### src/nco_pkg.sv
// constants shared by the oscillator register block and its helpers
// assumes one 40 MHz clock and a byte-wide register port
package nco_pkg;

	localparam int unsigned ADDR_W      = 3;
	localparam int unsigned DATA_W      = 8;
	localparam int unsigned PHASE_W     = 20;
	localparam int unsigned UPPER_W     = 4;
	localparam int unsigned SYNC_STAGES = 3;

	// register offsets on the byte port
	localparam logic [ADDR_W-1:0] OFS_ACCUM_LOW  = 3'h0;
	localparam logic [ADDR_W-1:0] OFS_ACCUM_HIGH = 3'h1;
	localparam logic [ADDR_W-1:0] OFS_ACCUM_UPR  = 3'h2;
	localparam logic [ADDR_W-1:0] OFS_STEP_LOW   = 3'h3;
	localparam logic [ADDR_W-1:0] OFS_STEP_HIGH  = 3'h4;
	localparam logic [ADDR_W-1:0] OFS_STEP_UPR   = 3'h5;
	localparam logic [ADDR_W-1:0] OFS_CTRL       = 3'h6;

	// field positions
	localparam int unsigned LOW_LSB        = 0;
	localparam int unsigned HIGH_LSB       = 8;
	localparam int unsigned UPPER_LSB      = 16;
	localparam int unsigned CTRL_ENABLE    = 0;
	localparam int unsigned CTRL_PENDING   = 1;

	// reset values
	localparam logic [PHASE_W-1:0] ACCUM_RESET = 20'h00000;
	localparam logic [PHASE_W-1:0] STEP_RESET  = 20'h00001;
	localparam logic               ENABLE_RESET = 1'b0;
	localparam logic [DATA_W-1:0]  RDATA_IDLE   = 8'h00;

	// one byte lane of a 20-bit value; upper lane pads bits 7:4 with zero
	function automatic logic [DATA_W-1:0] lane_of(input logic [PHASE_W-1:0] v, input logic [1:0] idx);
		logic [DATA_W-1:0] r;
		r = RDATA_IDLE;
		if (idx == 2'h0) begin
			r = v[LOW_LSB +: DATA_W];
		end else if (idx == 2'h1) begin
			r = v[HIGH_LSB +: DATA_W];
		end else begin
			r = {4'h0, v[UPPER_LSB +: UPPER_W]};
		end
		return r;
	endfunction : lane_of

endpackage : nco_pkg

### src/nco_link_if.sv
// edge, step and shadow signals passed among the oscillator modules
// assumes all three modules share clock_in
`timescale 1ns/1ps
`default_nettype none
interface nco_link_if;
	import nco_pkg::*;
	logic               rise;
	logic               fall;
	logic               low_write;
	logic [PHASE_W-1:0] step_value;
	logic [PHASE_W-1:0] shadow;
	logic               pending;

	modport edge_mp (output rise, output fall);
	modport shadow_mp (input fall, input low_write, input step_value, output shadow, output pending);
	modport main_mp (input rise, input fall, input shadow, input pending, output low_write, output step_value);
endinterface : nco_link_if
`default_nettype wire

### src/osc_edge_sync.sv
// three-stage synchroniser and edge detector for the oscillator input clock
// assumes the input clock is well below half of clock_in
`timescale 1ns/1ps
`default_nettype none
module osc_edge_sync
	import nco_pkg::*;
(
	input  wire logic clock_in,
	input  wire logic rst_in,
	input  wire logic osc_clk_in,
	nco_link_if.edge_mp link
);
	logic [SYNC_STAGES-1:0] sync_q;
	logic                   level_q;
	logic                   agree;

	// stage 0 feeds stage 1 only
	always_ff @(posedge clock_in or posedge rst_in) begin
		if (rst_in) begin
			sync_q <= '0;
		end else begin
			sync_q <= {sync_q[SYNC_STAGES-2:0], osc_clk_in};
		end
	end

	assign agree = (sync_q[1] == sync_q[2]);

	always_ff @(posedge clock_in or posedge rst_in) begin
		if (rst_in) begin
			level_q <= 1'b0;
		end else if (agree) begin
			level_q <= sync_q[2];
		end
	end

	assign link.rise = agree && sync_q[2] && !level_q;
	assign link.fall = agree && !sync_q[2] && level_q;

	AST_EDGE_ONEHOT: assert property (@(posedge clock_in) disable iff (rst_in)
		!(link.rise && link.fall)) else $error("rise and fall together");
endmodule : osc_edge_sync
`default_nettype wire

### src/phase_step_shadow.sv
// double buffer between the software step value and the accumulator
// assumes low_write is a one-cycle pulse per low-byte write
`timescale 1ns/1ps
`default_nettype none
module phase_step_shadow
	import nco_pkg::*;
(
	input  wire logic clock_in,
	input  wire logic rst_in,
	nco_link_if.shadow_mp link
);
	logic [PHASE_W-1:0] shadow_q;
	logic               pending_q;
	logic               load;

	assign load = link.fall && pending_q;

	// a write in the load cycle re-arms, so the newest value is not lost
	always_ff @(posedge clock_in or posedge rst_in) begin
		if (rst_in) begin
			pending_q <= 1'b0;
		end else begin
			pending_q <= link.low_write || (pending_q && !link.fall);
		end
	end

	always_ff @(posedge clock_in or posedge rst_in) begin
		if (rst_in) begin
			shadow_q <= STEP_RESET;
		end else if (load) begin
			shadow_q <= link.step_value;
		end
	end

	assign link.shadow  = shadow_q;
	assign link.pending = pending_q;

	AST_SHADOW_LOAD: assert property (@(posedge clock_in) disable iff (rst_in)
		(link.fall && pending_q) |=> (shadow_q == $past(link.step_value))) else $error("shadow missed load");
	AST_SHADOW_HOLD: assert property (@(posedge clock_in) disable iff (rst_in)
		!(link.fall && pending_q) |=> $stable(shadow_q)) else $error("shadow changed without load");
	AST_PENDING_SET: assert property (@(posedge clock_in) disable iff (rst_in)
		link.low_write |=> pending_q) else $error("low write did not arm shadow");
endmodule : phase_step_shadow
`default_nettype wire

### src/nco_phase_accumulator_regs.sv
// register block of the numerically controlled oscillator: phase accumulator and step
// assumes a byte register port on clock_in and an oscillator input clock from a pin
`timescale 1ns/1ps
`default_nettype none
// Function
// - accumulator bits 7:0 form a read/write byte, zero after reset.
// - accumulator bits 15:8 form a read/write byte, zero after reset.
// - accumulator bits 19:16 sit in upper byte bits 3:0; bits 7:4 read zero.
// - upper, high and low accumulator bytes form one 24-bit space, 20 bits used.
// - accumulator advances from the oscillator input clock, not the register port.
// - no atomic multi-byte access; bytes are read and written independently.
// - step bits 7:0 form a read/write byte, resetting to 0x01.
// - step bits 15:8 form a read/write byte, zero after reset.
// - step bits 19:16 sit in upper step byte bits 3:0; bits 7:4 read zero.
// - shadow takes all step bytes at the first input falling edge after low write.
module nco_phase_accumulator_regs
	import nco_pkg::*;
(
	input  wire logic              clock_in,
	input  wire logic              rst_in,
	input  wire logic [ADDR_W-1:0] addr_in,
	input  wire logic [DATA_W-1:0] wdata_in,
	input  wire logic              wr_in,
	input  wire logic              rd_in,
	input  wire logic              osc_clk_in,
	output var  logic [DATA_W-1:0] rdata_out,
	output var  logic [PHASE_W-1:0] phase_accum_out,
	output var  logic [PHASE_W-1:0] phase_step_shadow_out,
	output var  logic              accum_wrap_out,
	output var  logic              osc_enable_out
);

	nco_link_if link ();

	logic [PHASE_W-1:0] accum_q;
	logic [PHASE_W-1:0] accum_d;
	logic [PHASE_W-1:0] step_q;
	logic               enable_q;
	logic [DATA_W-1:0]  rdata_q;
	logic [DATA_W-1:0]  rdata_d;
	logic               wrap_q;
	logic [PHASE_W:0]   sum;
	logic               wr_accum_low;
	logic               wr_accum_high;
	logic               wr_accum_upr;
	logic               wr_accum_any;
	logic               wr_step_low;
	logic               wr_step_high;
	logic               wr_step_upr;
	logic               wr_ctrl;
	logic               advance;

	osc_edge_sync u_edge (
		.clock_in   (clock_in),
		.rst_in     (rst_in),
		.osc_clk_in (osc_clk_in),
		.link       (link)
	);

	phase_step_shadow u_shadow (
		.clock_in (clock_in),
		.rst_in   (rst_in),
		.link     (link)
	);

	// write decode
	always_comb begin
		wr_accum_low  = 1'b0;
		wr_accum_high = 1'b0;
		wr_accum_upr  = 1'b0;
		wr_step_low   = 1'b0;
		wr_step_high  = 1'b0;
		wr_step_upr   = 1'b0;
		wr_ctrl       = 1'b0;
		if (!wr_in) begin
			wr_ctrl = 1'b0;
		end else if (addr_in == OFS_ACCUM_LOW) begin
			wr_accum_low = 1'b1;
		end else if (addr_in == OFS_ACCUM_HIGH) begin
			wr_accum_high = 1'b1;
		end else if (addr_in == OFS_ACCUM_UPR) begin
			wr_accum_upr = 1'b1;
		end else if (addr_in == OFS_STEP_LOW) begin
			wr_step_low = 1'b1;
		end else if (addr_in == OFS_STEP_HIGH) begin
			wr_step_high = 1'b1;
		end else if (addr_in == OFS_STEP_UPR) begin
			wr_step_upr = 1'b1;
		end else if (addr_in == OFS_CTRL) begin
			wr_ctrl = 1'b1;
		end
	end

	assign wr_accum_any = wr_accum_low || wr_accum_high || wr_accum_upr;

	// the low-byte write arms the shadow load
	assign link.low_write  = wr_step_low;
	assign link.step_value = step_q;

	// control: enable bit steers the accumulator
	always_ff @(posedge clock_in or posedge rst_in) begin
		if (rst_in) begin
			enable_q <= ENABLE_RESET;
		end else if (wr_ctrl) begin
			enable_q <= wdata_in[CTRL_ENABLE];
		end
	end

	// step bytes, each written on its own; no cross-byte latching
	always_ff @(posedge clock_in or posedge rst_in) begin
		if (rst_in) begin
			step_q <= STEP_RESET;
		end else if (wr_step_low) begin
			step_q[LOW_LSB +: DATA_W] <= wdata_in;
		end else if (wr_step_high) begin
			step_q[HIGH_LSB +: DATA_W] <= wdata_in;
		end else if (wr_step_upr) begin
			step_q[UPPER_LSB +: UPPER_W] <= wdata_in[UPPER_W-1:0];
		end
	end

	// accumulator: software write wins over the edge; result while running is undefined anyway
	assign advance = enable_q && link.rise;
	assign sum     = {1'b0, accum_q} + {1'b0, link.shadow};

	always_comb begin
		accum_d = accum_q;
		if (wr_accum_low) begin
			accum_d[LOW_LSB +: DATA_W] = wdata_in;
		end else if (wr_accum_high) begin
			accum_d[HIGH_LSB +: DATA_W] = wdata_in;
		end else if (wr_accum_upr) begin
			accum_d[UPPER_LSB +: UPPER_W] = wdata_in[UPPER_W-1:0];
		end else if (advance) begin
			accum_d = sum[PHASE_W-1:0];
		end
	end

	always_ff @(posedge clock_in or posedge rst_in) begin
		if (rst_in) begin
			accum_q <= ACCUM_RESET;
		end else begin
			accum_q <= accum_d;
		end
	end

	// carry out of bit 19 marks one full cycle of the phase
	always_ff @(posedge clock_in or posedge rst_in) begin
		if (rst_in) begin
			wrap_q <= 1'b0;
		end else begin
			wrap_q <= advance && !wr_accum_any && sum[PHASE_W];
		end
	end

	// read mux: data stand one cycle after the strobe and read zero otherwise
	always_comb begin
		rdata_d = RDATA_IDLE;
		if (!rd_in) begin
			rdata_d = RDATA_IDLE;
		end else if (addr_in == OFS_ACCUM_LOW) begin
			rdata_d = lane_of(accum_q, 2'h0);
		end else if (addr_in == OFS_ACCUM_HIGH) begin
			rdata_d = lane_of(accum_q, 2'h1);
		end else if (addr_in == OFS_ACCUM_UPR) begin
			rdata_d = lane_of(accum_q, 2'h2);
		end else if (addr_in == OFS_STEP_LOW) begin
			rdata_d = lane_of(step_q, 2'h0);
		end else if (addr_in == OFS_STEP_HIGH) begin
			rdata_d = lane_of(step_q, 2'h1);
		end else if (addr_in == OFS_STEP_UPR) begin
			rdata_d = lane_of(step_q, 2'h2);
		end else if (addr_in == OFS_CTRL) begin
			rdata_d[CTRL_ENABLE]  = enable_q;
			rdata_d[CTRL_PENDING] = link.pending;
		end
	end

	always_ff @(posedge clock_in or posedge rst_in) begin
		if (rst_in) begin
			rdata_q <= RDATA_IDLE;
		end else begin
			rdata_q <= rdata_d;
		end
	end

	assign rdata_out             = rdata_q;
	assign phase_accum_out       = accum_q;
	assign phase_step_shadow_out = link.shadow;
	assign accum_wrap_out        = wrap_q;
	assign osc_enable_out        = enable_q;

	// checks
	AST_RESET_VALUES: assert property (@(posedge clock_in)
		$fell(rst_in)
		|-> (accum_q == ACCUM_RESET && step_q == STEP_RESET && link.shadow == STEP_RESET))
		else $error("reset values wrong");

	AST_RESET_CTRL: assert property (@(posedge clock_in)
		$fell(rst_in)
		|-> (!link.pending && !enable_q && !accum_wrap_out && rdata_out == RDATA_IDLE))
		else $error("control state after reset wrong");

	AST_ACCUM_LOW_WRITE: assert property (@(posedge clock_in) disable iff (rst_in)
		(wr_in && addr_in == OFS_ACCUM_LOW)
		|=> (accum_q[7:0] == $past(wdata_in)))
		else $error("accumulator low byte not written");

	AST_ACCUM_LOW_READ: assert property (@(posedge clock_in) disable iff (rst_in)
		(rd_in && addr_in == OFS_ACCUM_LOW)
		|=> (rdata_out == $past(accum_q[LOW_LSB +: DATA_W])))
		else $error("accumulator low byte read wrong");

	AST_ACCUM_HIGH_WRITE: assert property (@(posedge clock_in) disable iff (rst_in)
		(wr_in && addr_in == OFS_ACCUM_HIGH)
		|=> (accum_q[HIGH_LSB +: DATA_W] == $past(wdata_in)))
		else $error("accumulator high byte not written");

	AST_ACCUM_HIGH_READ: assert property (@(posedge clock_in) disable iff (rst_in)
		(rd_in && addr_in == OFS_ACCUM_HIGH)
		|=> (rdata_out == $past(accum_q[15:8])))
		else $error("accumulator high byte read wrong");

	AST_ACCUM_UPPER_WRITE: assert property (@(posedge clock_in) disable iff (rst_in)
		(wr_in && addr_in == OFS_ACCUM_UPR)
		|=> (accum_q[UPPER_LSB +: UPPER_W] == $past(wdata_in[UPPER_W-1:0])))
		else $error("accumulator upper bits not written");

	AST_ACCUM_UPPER_READ: assert property (@(posedge clock_in) disable iff (rst_in)
		(rd_in && addr_in == OFS_ACCUM_UPR)
		|=> (rdata_out == {4'h0, $past(accum_q[19:16])}))
		else $error("accumulator upper byte read wrong");

	AST_ACCUM_SPACE: assert property (@(posedge clock_in) disable iff (rst_in)
		(wr_in && addr_in == OFS_ACCUM_UPR) ##1 (rd_in && addr_in == OFS_ACCUM_UPR && !link.rise)
		|=> (rdata_out[3:0] == $past(wdata_in[3:0], 2) && rdata_out[7:4] == 4'h0))
		else $error("upper accumulator bits not kept");

	AST_ACCUM_STEP: assert property (@(posedge clock_in) disable iff (rst_in)
		(enable_q && link.rise && !wr_accum_any)
		|=> (accum_q == PHASE_W'($past(accum_q) + $past(link.shadow))))
		else $error("accumulator did not add step");

	AST_ACCUM_IDLE: assert property (@(posedge clock_in) disable iff (rst_in)
		(!link.rise && !wr_accum_any)
		|=> $stable(accum_q))
		else $error("accumulator moved without input edge");

	AST_ACCUM_DISABLED: assert property (@(posedge clock_in) disable iff (rst_in)
		(!enable_q && !wr_accum_any)
		|=> $stable(accum_q))
		else $error("accumulator moved while disabled");

	// a modular add carries exactly when the result drops below the old value
	AST_WRAP_FLAG: assert property (@(posedge clock_in) disable iff (rst_in)
		(enable_q && link.rise && !wr_accum_any)
		|=> (accum_wrap_out == (accum_q < $past(accum_q))))
		else $error("wrap pulse does not match carry");

	AST_WRAP_ONLY_ADD: assert property (@(posedge clock_in) disable iff (rst_in)
		!(enable_q && link.rise && !wr_accum_any)
		|=> !accum_wrap_out)
		else $error("wrap pulse without an add");

	AST_ENABLE_WRITE: assert property (@(posedge clock_in) disable iff (rst_in)
		(wr_in && addr_in == OFS_CTRL)
		|=> (osc_enable_out == $past(wdata_in[CTRL_ENABLE])))
		else $error("enable bit not written");

	AST_ENABLE_HOLD: assert property (@(posedge clock_in) disable iff (rst_in)
		!(wr_in && addr_in == OFS_CTRL)
		|=> $stable(osc_enable_out))
		else $error("enable bit moved without write");

	AST_STEP_LOW_WRITE: assert property (@(posedge clock_in) disable iff (rst_in)
		(wr_in && addr_in == OFS_STEP_LOW)
		|=> (step_q[LOW_LSB +: DATA_W] == $past(wdata_in)) && $stable(step_q[PHASE_W-1:HIGH_LSB]))
		else $error("step low byte write wrong");

	AST_STEP_LOW_READ: assert property (@(posedge clock_in) disable iff (rst_in)
		(rd_in && addr_in == OFS_STEP_LOW)
		|=> (rdata_out == $past(step_q[LOW_LSB +: DATA_W])))
		else $error("step low byte read wrong");

	AST_STEP_HIGH: assert property (@(posedge clock_in) disable iff (rst_in)
		(wr_in && addr_in == OFS_STEP_HIGH)
		|=> (step_q[15:8] == $past(wdata_in)) && $stable(step_q[7:0]))
		else $error("step high byte write wrong");

	AST_STEP_HIGH_READ: assert property (@(posedge clock_in) disable iff (rst_in)
		(rd_in && addr_in == OFS_STEP_HIGH)
		|=> (rdata_out == $past(step_q[HIGH_LSB +: DATA_W])))
		else $error("step high byte read wrong");

	AST_STEP_UPPER_WRITE: assert property (@(posedge clock_in) disable iff (rst_in)
		(wr_in && addr_in == OFS_STEP_UPR)
		|=> (step_q[UPPER_LSB +: UPPER_W] == $past(wdata_in[UPPER_W-1:0])) && $stable(step_q[UPPER_LSB-1:0]))
		else $error("step upper bits write wrong");

	AST_STEP_UPPER: assert property (@(posedge clock_in) disable iff (rst_in)
		(rd_in && addr_in == OFS_STEP_UPR)
		|=> (rdata_out == {4'h0, $past(step_q[19:16])}))
		else $error("step upper byte read wrong");

	AST_STEP_HOLD: assert property (@(posedge clock_in) disable iff (rst_in)
		!(wr_in && (addr_in == OFS_STEP_LOW || addr_in == OFS_STEP_HIGH || addr_in == OFS_STEP_UPR))
		|=> $stable(step_q))
		else $error("step moved without write");

	AST_SHADOW_OUT_HOLD: assert property (@(posedge clock_in) disable iff (rst_in)
		!link.fall
		|=> $stable(phase_step_shadow_out))
		else $error("shadow output moved without falling edge");

	AST_CTRL_READ: assert property (@(posedge clock_in) disable iff (rst_in)
		(rd_in && addr_in == OFS_CTRL)
		|=> (rdata_out == {6'h00, $past(link.pending), $past(enable_q)}))
		else $error("control read wrong");

	AST_BYTE_INDEPENDENT: assert property (@(posedge clock_in) disable iff (rst_in)
		(wr_in && addr_in == OFS_ACCUM_HIGH && !link.rise)
		|=> $stable(accum_q[7:0]) && $stable(accum_q[19:16]))
		else $error("byte write disturbed other bytes");

	AST_ACCUM_LOW_KEEP: assert property (@(posedge clock_in) disable iff (rst_in)
		(wr_in && addr_in == OFS_ACCUM_LOW && !link.rise)
		|=> $stable(accum_q[PHASE_W-1:HIGH_LSB]))
		else $error("low byte write disturbed other bytes");

	AST_ACCUM_UPPER_KEEP: assert property (@(posedge clock_in) disable iff (rst_in)
		(wr_in && addr_in == OFS_ACCUM_UPR && !link.rise)
		|=> $stable(accum_q[UPPER_LSB-1:0]))
		else $error("upper write disturbed other bytes");

	AST_READ_ONE_CYCLE: assert property (@(posedge clock_in) disable iff (rst_in)
		!rd_in
		|=> (rdata_out == RDATA_IDLE))
		else $error("read data outside answer cycle");

endmodule : nco_phase_accumulator_regs
`default_nettype wire

### config.mk
export PLATFORM = sky130hd
export DESIGN_NAME = nco_phase_accumulator_regs
export DESIGN_NICKNAME = d
export VERILOG_FILES = /design/src/nco_pkg.sv /design/src/nco_link_if.sv /design/src/osc_edge_sync.sv /design/src/phase_step_shadow.sv /design/src/nco_phase_accumulator_regs.sv
export SDC_FILE = /design/constraint.sdc
export NUM_CORES = 1
export LEC_CHECK = 0
export BUFFER_PORTS_ARGS = -buffer_cell sky130_fd_sc_hd__buf_2
export CORE_MARGIN = 2
export CORE_UTILIZATION = 61
export CTS_CLUSTER_SIZE = 40
export DETAILED_ROUTE_END_ITERATION = 6
export PLACE_DENSITY = 0.85
export SKIP_LAST_GASP = 1
export SYNTH_ARGS = -nofsm -noshare
export SYNTH_HDL_FRONTEND = slang
export SYNTH_SLANG_ARGS = --single-unit
export TNS_END_PERCENT = 30
### constraint.sdc
create_clock -name clock_in -period 4.6 [get_ports clock_in]
set_clock_uncertainty 0.2 [all_clocks]
set_input_delay 0.23 -clock clock_in [delete_from_list [all_inputs] [get_ports clock_in]]
set_output_delay 0.23 -clock clock_in [all_outputs]
set_load 0.005 [all_outputs]
==> flow_summary.yaml <==
outcome:
  outcome: "finished clean"
timing:
  period_needed_ps: 3120
  setup_tns_ps: 0
  max_slew_margin: 0.2614
  fmaxAchievable_mhz: 320.6
  rsz0062_at_grt: "false"
  final_max_slew_viol_count: 0
  setup_slack_ps: 1480
  period_share: 0.6782
  setup_viol: 0
  worst_slew_pin_slew_ps: 1105
  hold_viol: 0
grt:
  overflow: 0
  grt_pass1_vias: 3412
  grt_max_degree: 40
  grt_pass1_wl_mm: 17.35
  track_usage: 0.3066
  antenna_found_initial: 0
clock_tree:
  cts-buffers-inserted: 9
  path_clk_slew_ps: 80
  cts_tree: "done"
  cts_sinks: 75
  cts-resized-gates: 0
  cts_buffer_depth: 2
  clk_latency_ps: 350
  htree_num_levels: 3
  cts_root_buf: "clkbuf_8"
placed_design:
  place_congestion: 0.9659
  hpwl_mm: 7.599
  portBuffers: 65
  post-place-ws_ps: 1505
route:
  via_count: 3407
  drt_iter0_drc: 261
  drt_first_pass_iters: 5
  drc: 0
  routedWlPerCell_um: 18.70
  postRouteAntennaNets: 0
  drt_wl_total_mm: 10.49
  vias_per_cell: 6.073
synth:
  ys_seq_elements: 75
  synthesis.area_um2: 4175
  synth_edf_count: 0
  ys_seq_area_frac: 0.4501
  async_reset_ff_frac: 1.000
  synth_nets: 444
  avgSynthCellArea_um2: 10.31
  ys_types: 50
  ys_warn_count: 0
  synthCells: 405
  yosys_most_used_dff: "dfrtp_1"
critical_path:
  endpoint_kind: "flop"
  worst_ep_arrival_time_ps: 3190
  required_ps: 4670
  start_kind: "flop"
  critPathMaxFanout: 3
  crit_type: "reg2reg"
  crit_path_start: "u_shadow.link.shadow[0]"
  r2r_slack_ps: 1480
  r2r_cells: 11
  reg2reg_to: "accum_wrap_out"
  timing.rr.start: "u_shadow.link.shadow[0]"
floorplanning:
  die_area_um2: 7522
  rows: 30
  boundaryPins: 66
  initial_core_util: 0.6214
  core_um2: 6719
  die_x_um: 86.73
  fp.dieH_um: 86.73
finish:
  final_cell_mix: "dfrtp_1, buf_2, a21oi_1"
  drive_gt1_frac: 0.2827
  post-route-util: 0.7261
  num-nets-final: 516
  antenna_cells: 0
  layout_commonest_cell: "dfrtp_1"
  areaGrowthSynthToFinish_pct: 16.84
power_and_ir_drop:
  p_comb_frac: 0.518
  p_clk_frac: 0.174
  p_switching_uw: 1442
  p_int_uw: 2166
  power_density_nw_per_um2: 739.7
  power.total_uw: 3608
  ir_drop_mv: 0.5043
  switching_share: 0.3996
  p_leak_uw: 0.002308
  p_seq_frac: 0.309
hold_path:
  min_path_type: "in2reg"
  min_path_cells: 2
  holdPathEnd: "link.step_value[17]"
  worstHoldStart: "wdata_in[1]"
flow_run:
  max_cap_viol_count: 0
==> sequential cells by signal, summed over array words and instances, names as in the netlist <==
name / flops
u_edge.level_q: 1
u_edge.sync_q: 3
u_shadow.link.pending: 1
u_shadow.link.shadow: 20
accum_wrap_out: 1
osc_enable_out: 1
link.step_value: 20
phase_accum_out: 20
rdata_out: 8
==> synthesized netlist by cell type (2+ instances only) <==
cell / number / area (um2)
nor3_2: 2 / 20.02
a22oi_1: 5 / 37.54
a21o_1: 5 / 37.54
o21ai_0: 26 / 130.1
a211o_1: 2 / 17.52
nor2b_1: 3 / 18.77
o21ai_1: 2 / 10.01
mux2i_1: 12 / 120.1
nor3_1: 3 / 15.01
a211oi_1: 6 / 45.04
o21bai_1: 2 / 15.01
mux2_2: 42 / 473.0
and3_1: 3 / 18.77
clkbuf_1: 8 / 30.03
inv_1: 15 / 56.30
xnor2_1: 7 / 61.31
a211oi_2: 2 / 25.02
nand2b_1: 8 / 50.05
ha_1: 22 / 275.3
nand3_1: 4 / 20.02
buf_2: 3 / 15.01
xor2_1: 8 / 70.07
dfstp_2: 2 / 52.55
nand2_1: 24 / 90.09
dfrtp_1: 73 / 1827
o22ai_1: 5 / 31.28
a21oi_1: 45 / 225.2
o31a_1: 2 / 17.52
o21a_1: 5 / 37.54
nor2_1: 39 / 146.4
==> cell families after synthesis <==
family / share of synthesized area
fa+ha+maj: 0.07072
mux: 0.1420
xor+xnor: 0.03147
buf+inv: 0.02517
flops: 0.4501
compound gates: 0.1822
simple gates: 0.09830
==> per-layer routing <==
metal | GRT usage | up-vias | part of all wire
met5 | 0 | - | 0
met4 | 0.1435 | 0 | 0.039
met3 | 0.06667 | 33 | 0.058
met2 | 0.4930 | 136 | 0.48
met1 | 0.3963 | 1623 | 0.42
li1 | - | 1615 | -
==> critical path, stage by stage, from the launching register on <==
cell and delay (ps):
dfstp_2 550, ha_1 180, inv_1 60, fa_1 390, nand2b_1 180, a211o_1 310
a2111oi_2 330, or3_4 210, o21ai_2 70, o21a_1 190, nand2b_1 160, a211oi_2 210
==> layout make-up <==
type | instances | area (um2)
clock buffers | 11 | 151.4
clock inverters | 4 | 97.59
fillers | 494 | 1841
inverters | 15 | 56.30
multi-input cells | 303 | 2191
flip-flops and latches | 75 | 1879
well taps | 80 | 100.1
repair buffers | 73 | 402.9
==> through the flow <==
stage	hold WS, ps	std cells	cell area [um2]
global route	33.66	561	4878
global placement	139.3	539	4559
floorplan	61.43	405	4175
CTS	30.95	561	4878
finish	48.71	561	4878
detailed placement	140.1	539	4559
==> worst max-delay path by stage <==
stage	end	cells past startpoint
6_report	accum_wrap_out	11
5_1_grt	accum_wrap_out	11
4_1_cts	accum_wrap_out	11
3_5_place_dp	accum_wrap_out	11
3_3_place_gp	accum_wrap_out	11
2_1_floorplan	accum_wrap_out	11
==> what timing repair did <==
action / CTS / global route
endpoints found under the hold margin: 46 / 0
hold buffers: 7 / 0
buffers inserted: 0 / 0
==> power groups by stage <==
stage / Sequential, uW / Clock, uW / Combinational [uW]
2_1_floorplan: 1080 / 0 / 1360
3_3_place_gp: 1100 / 0 / 1780
3_5_place_dp: 1120 / 0 / 1830
4_1_cts: 1110 / 632 / 1850
5_1_grt: 1140 / 670 / 2080
6_report: 1110 / 627 / 1870
Power figures use the tool's default switching activity.
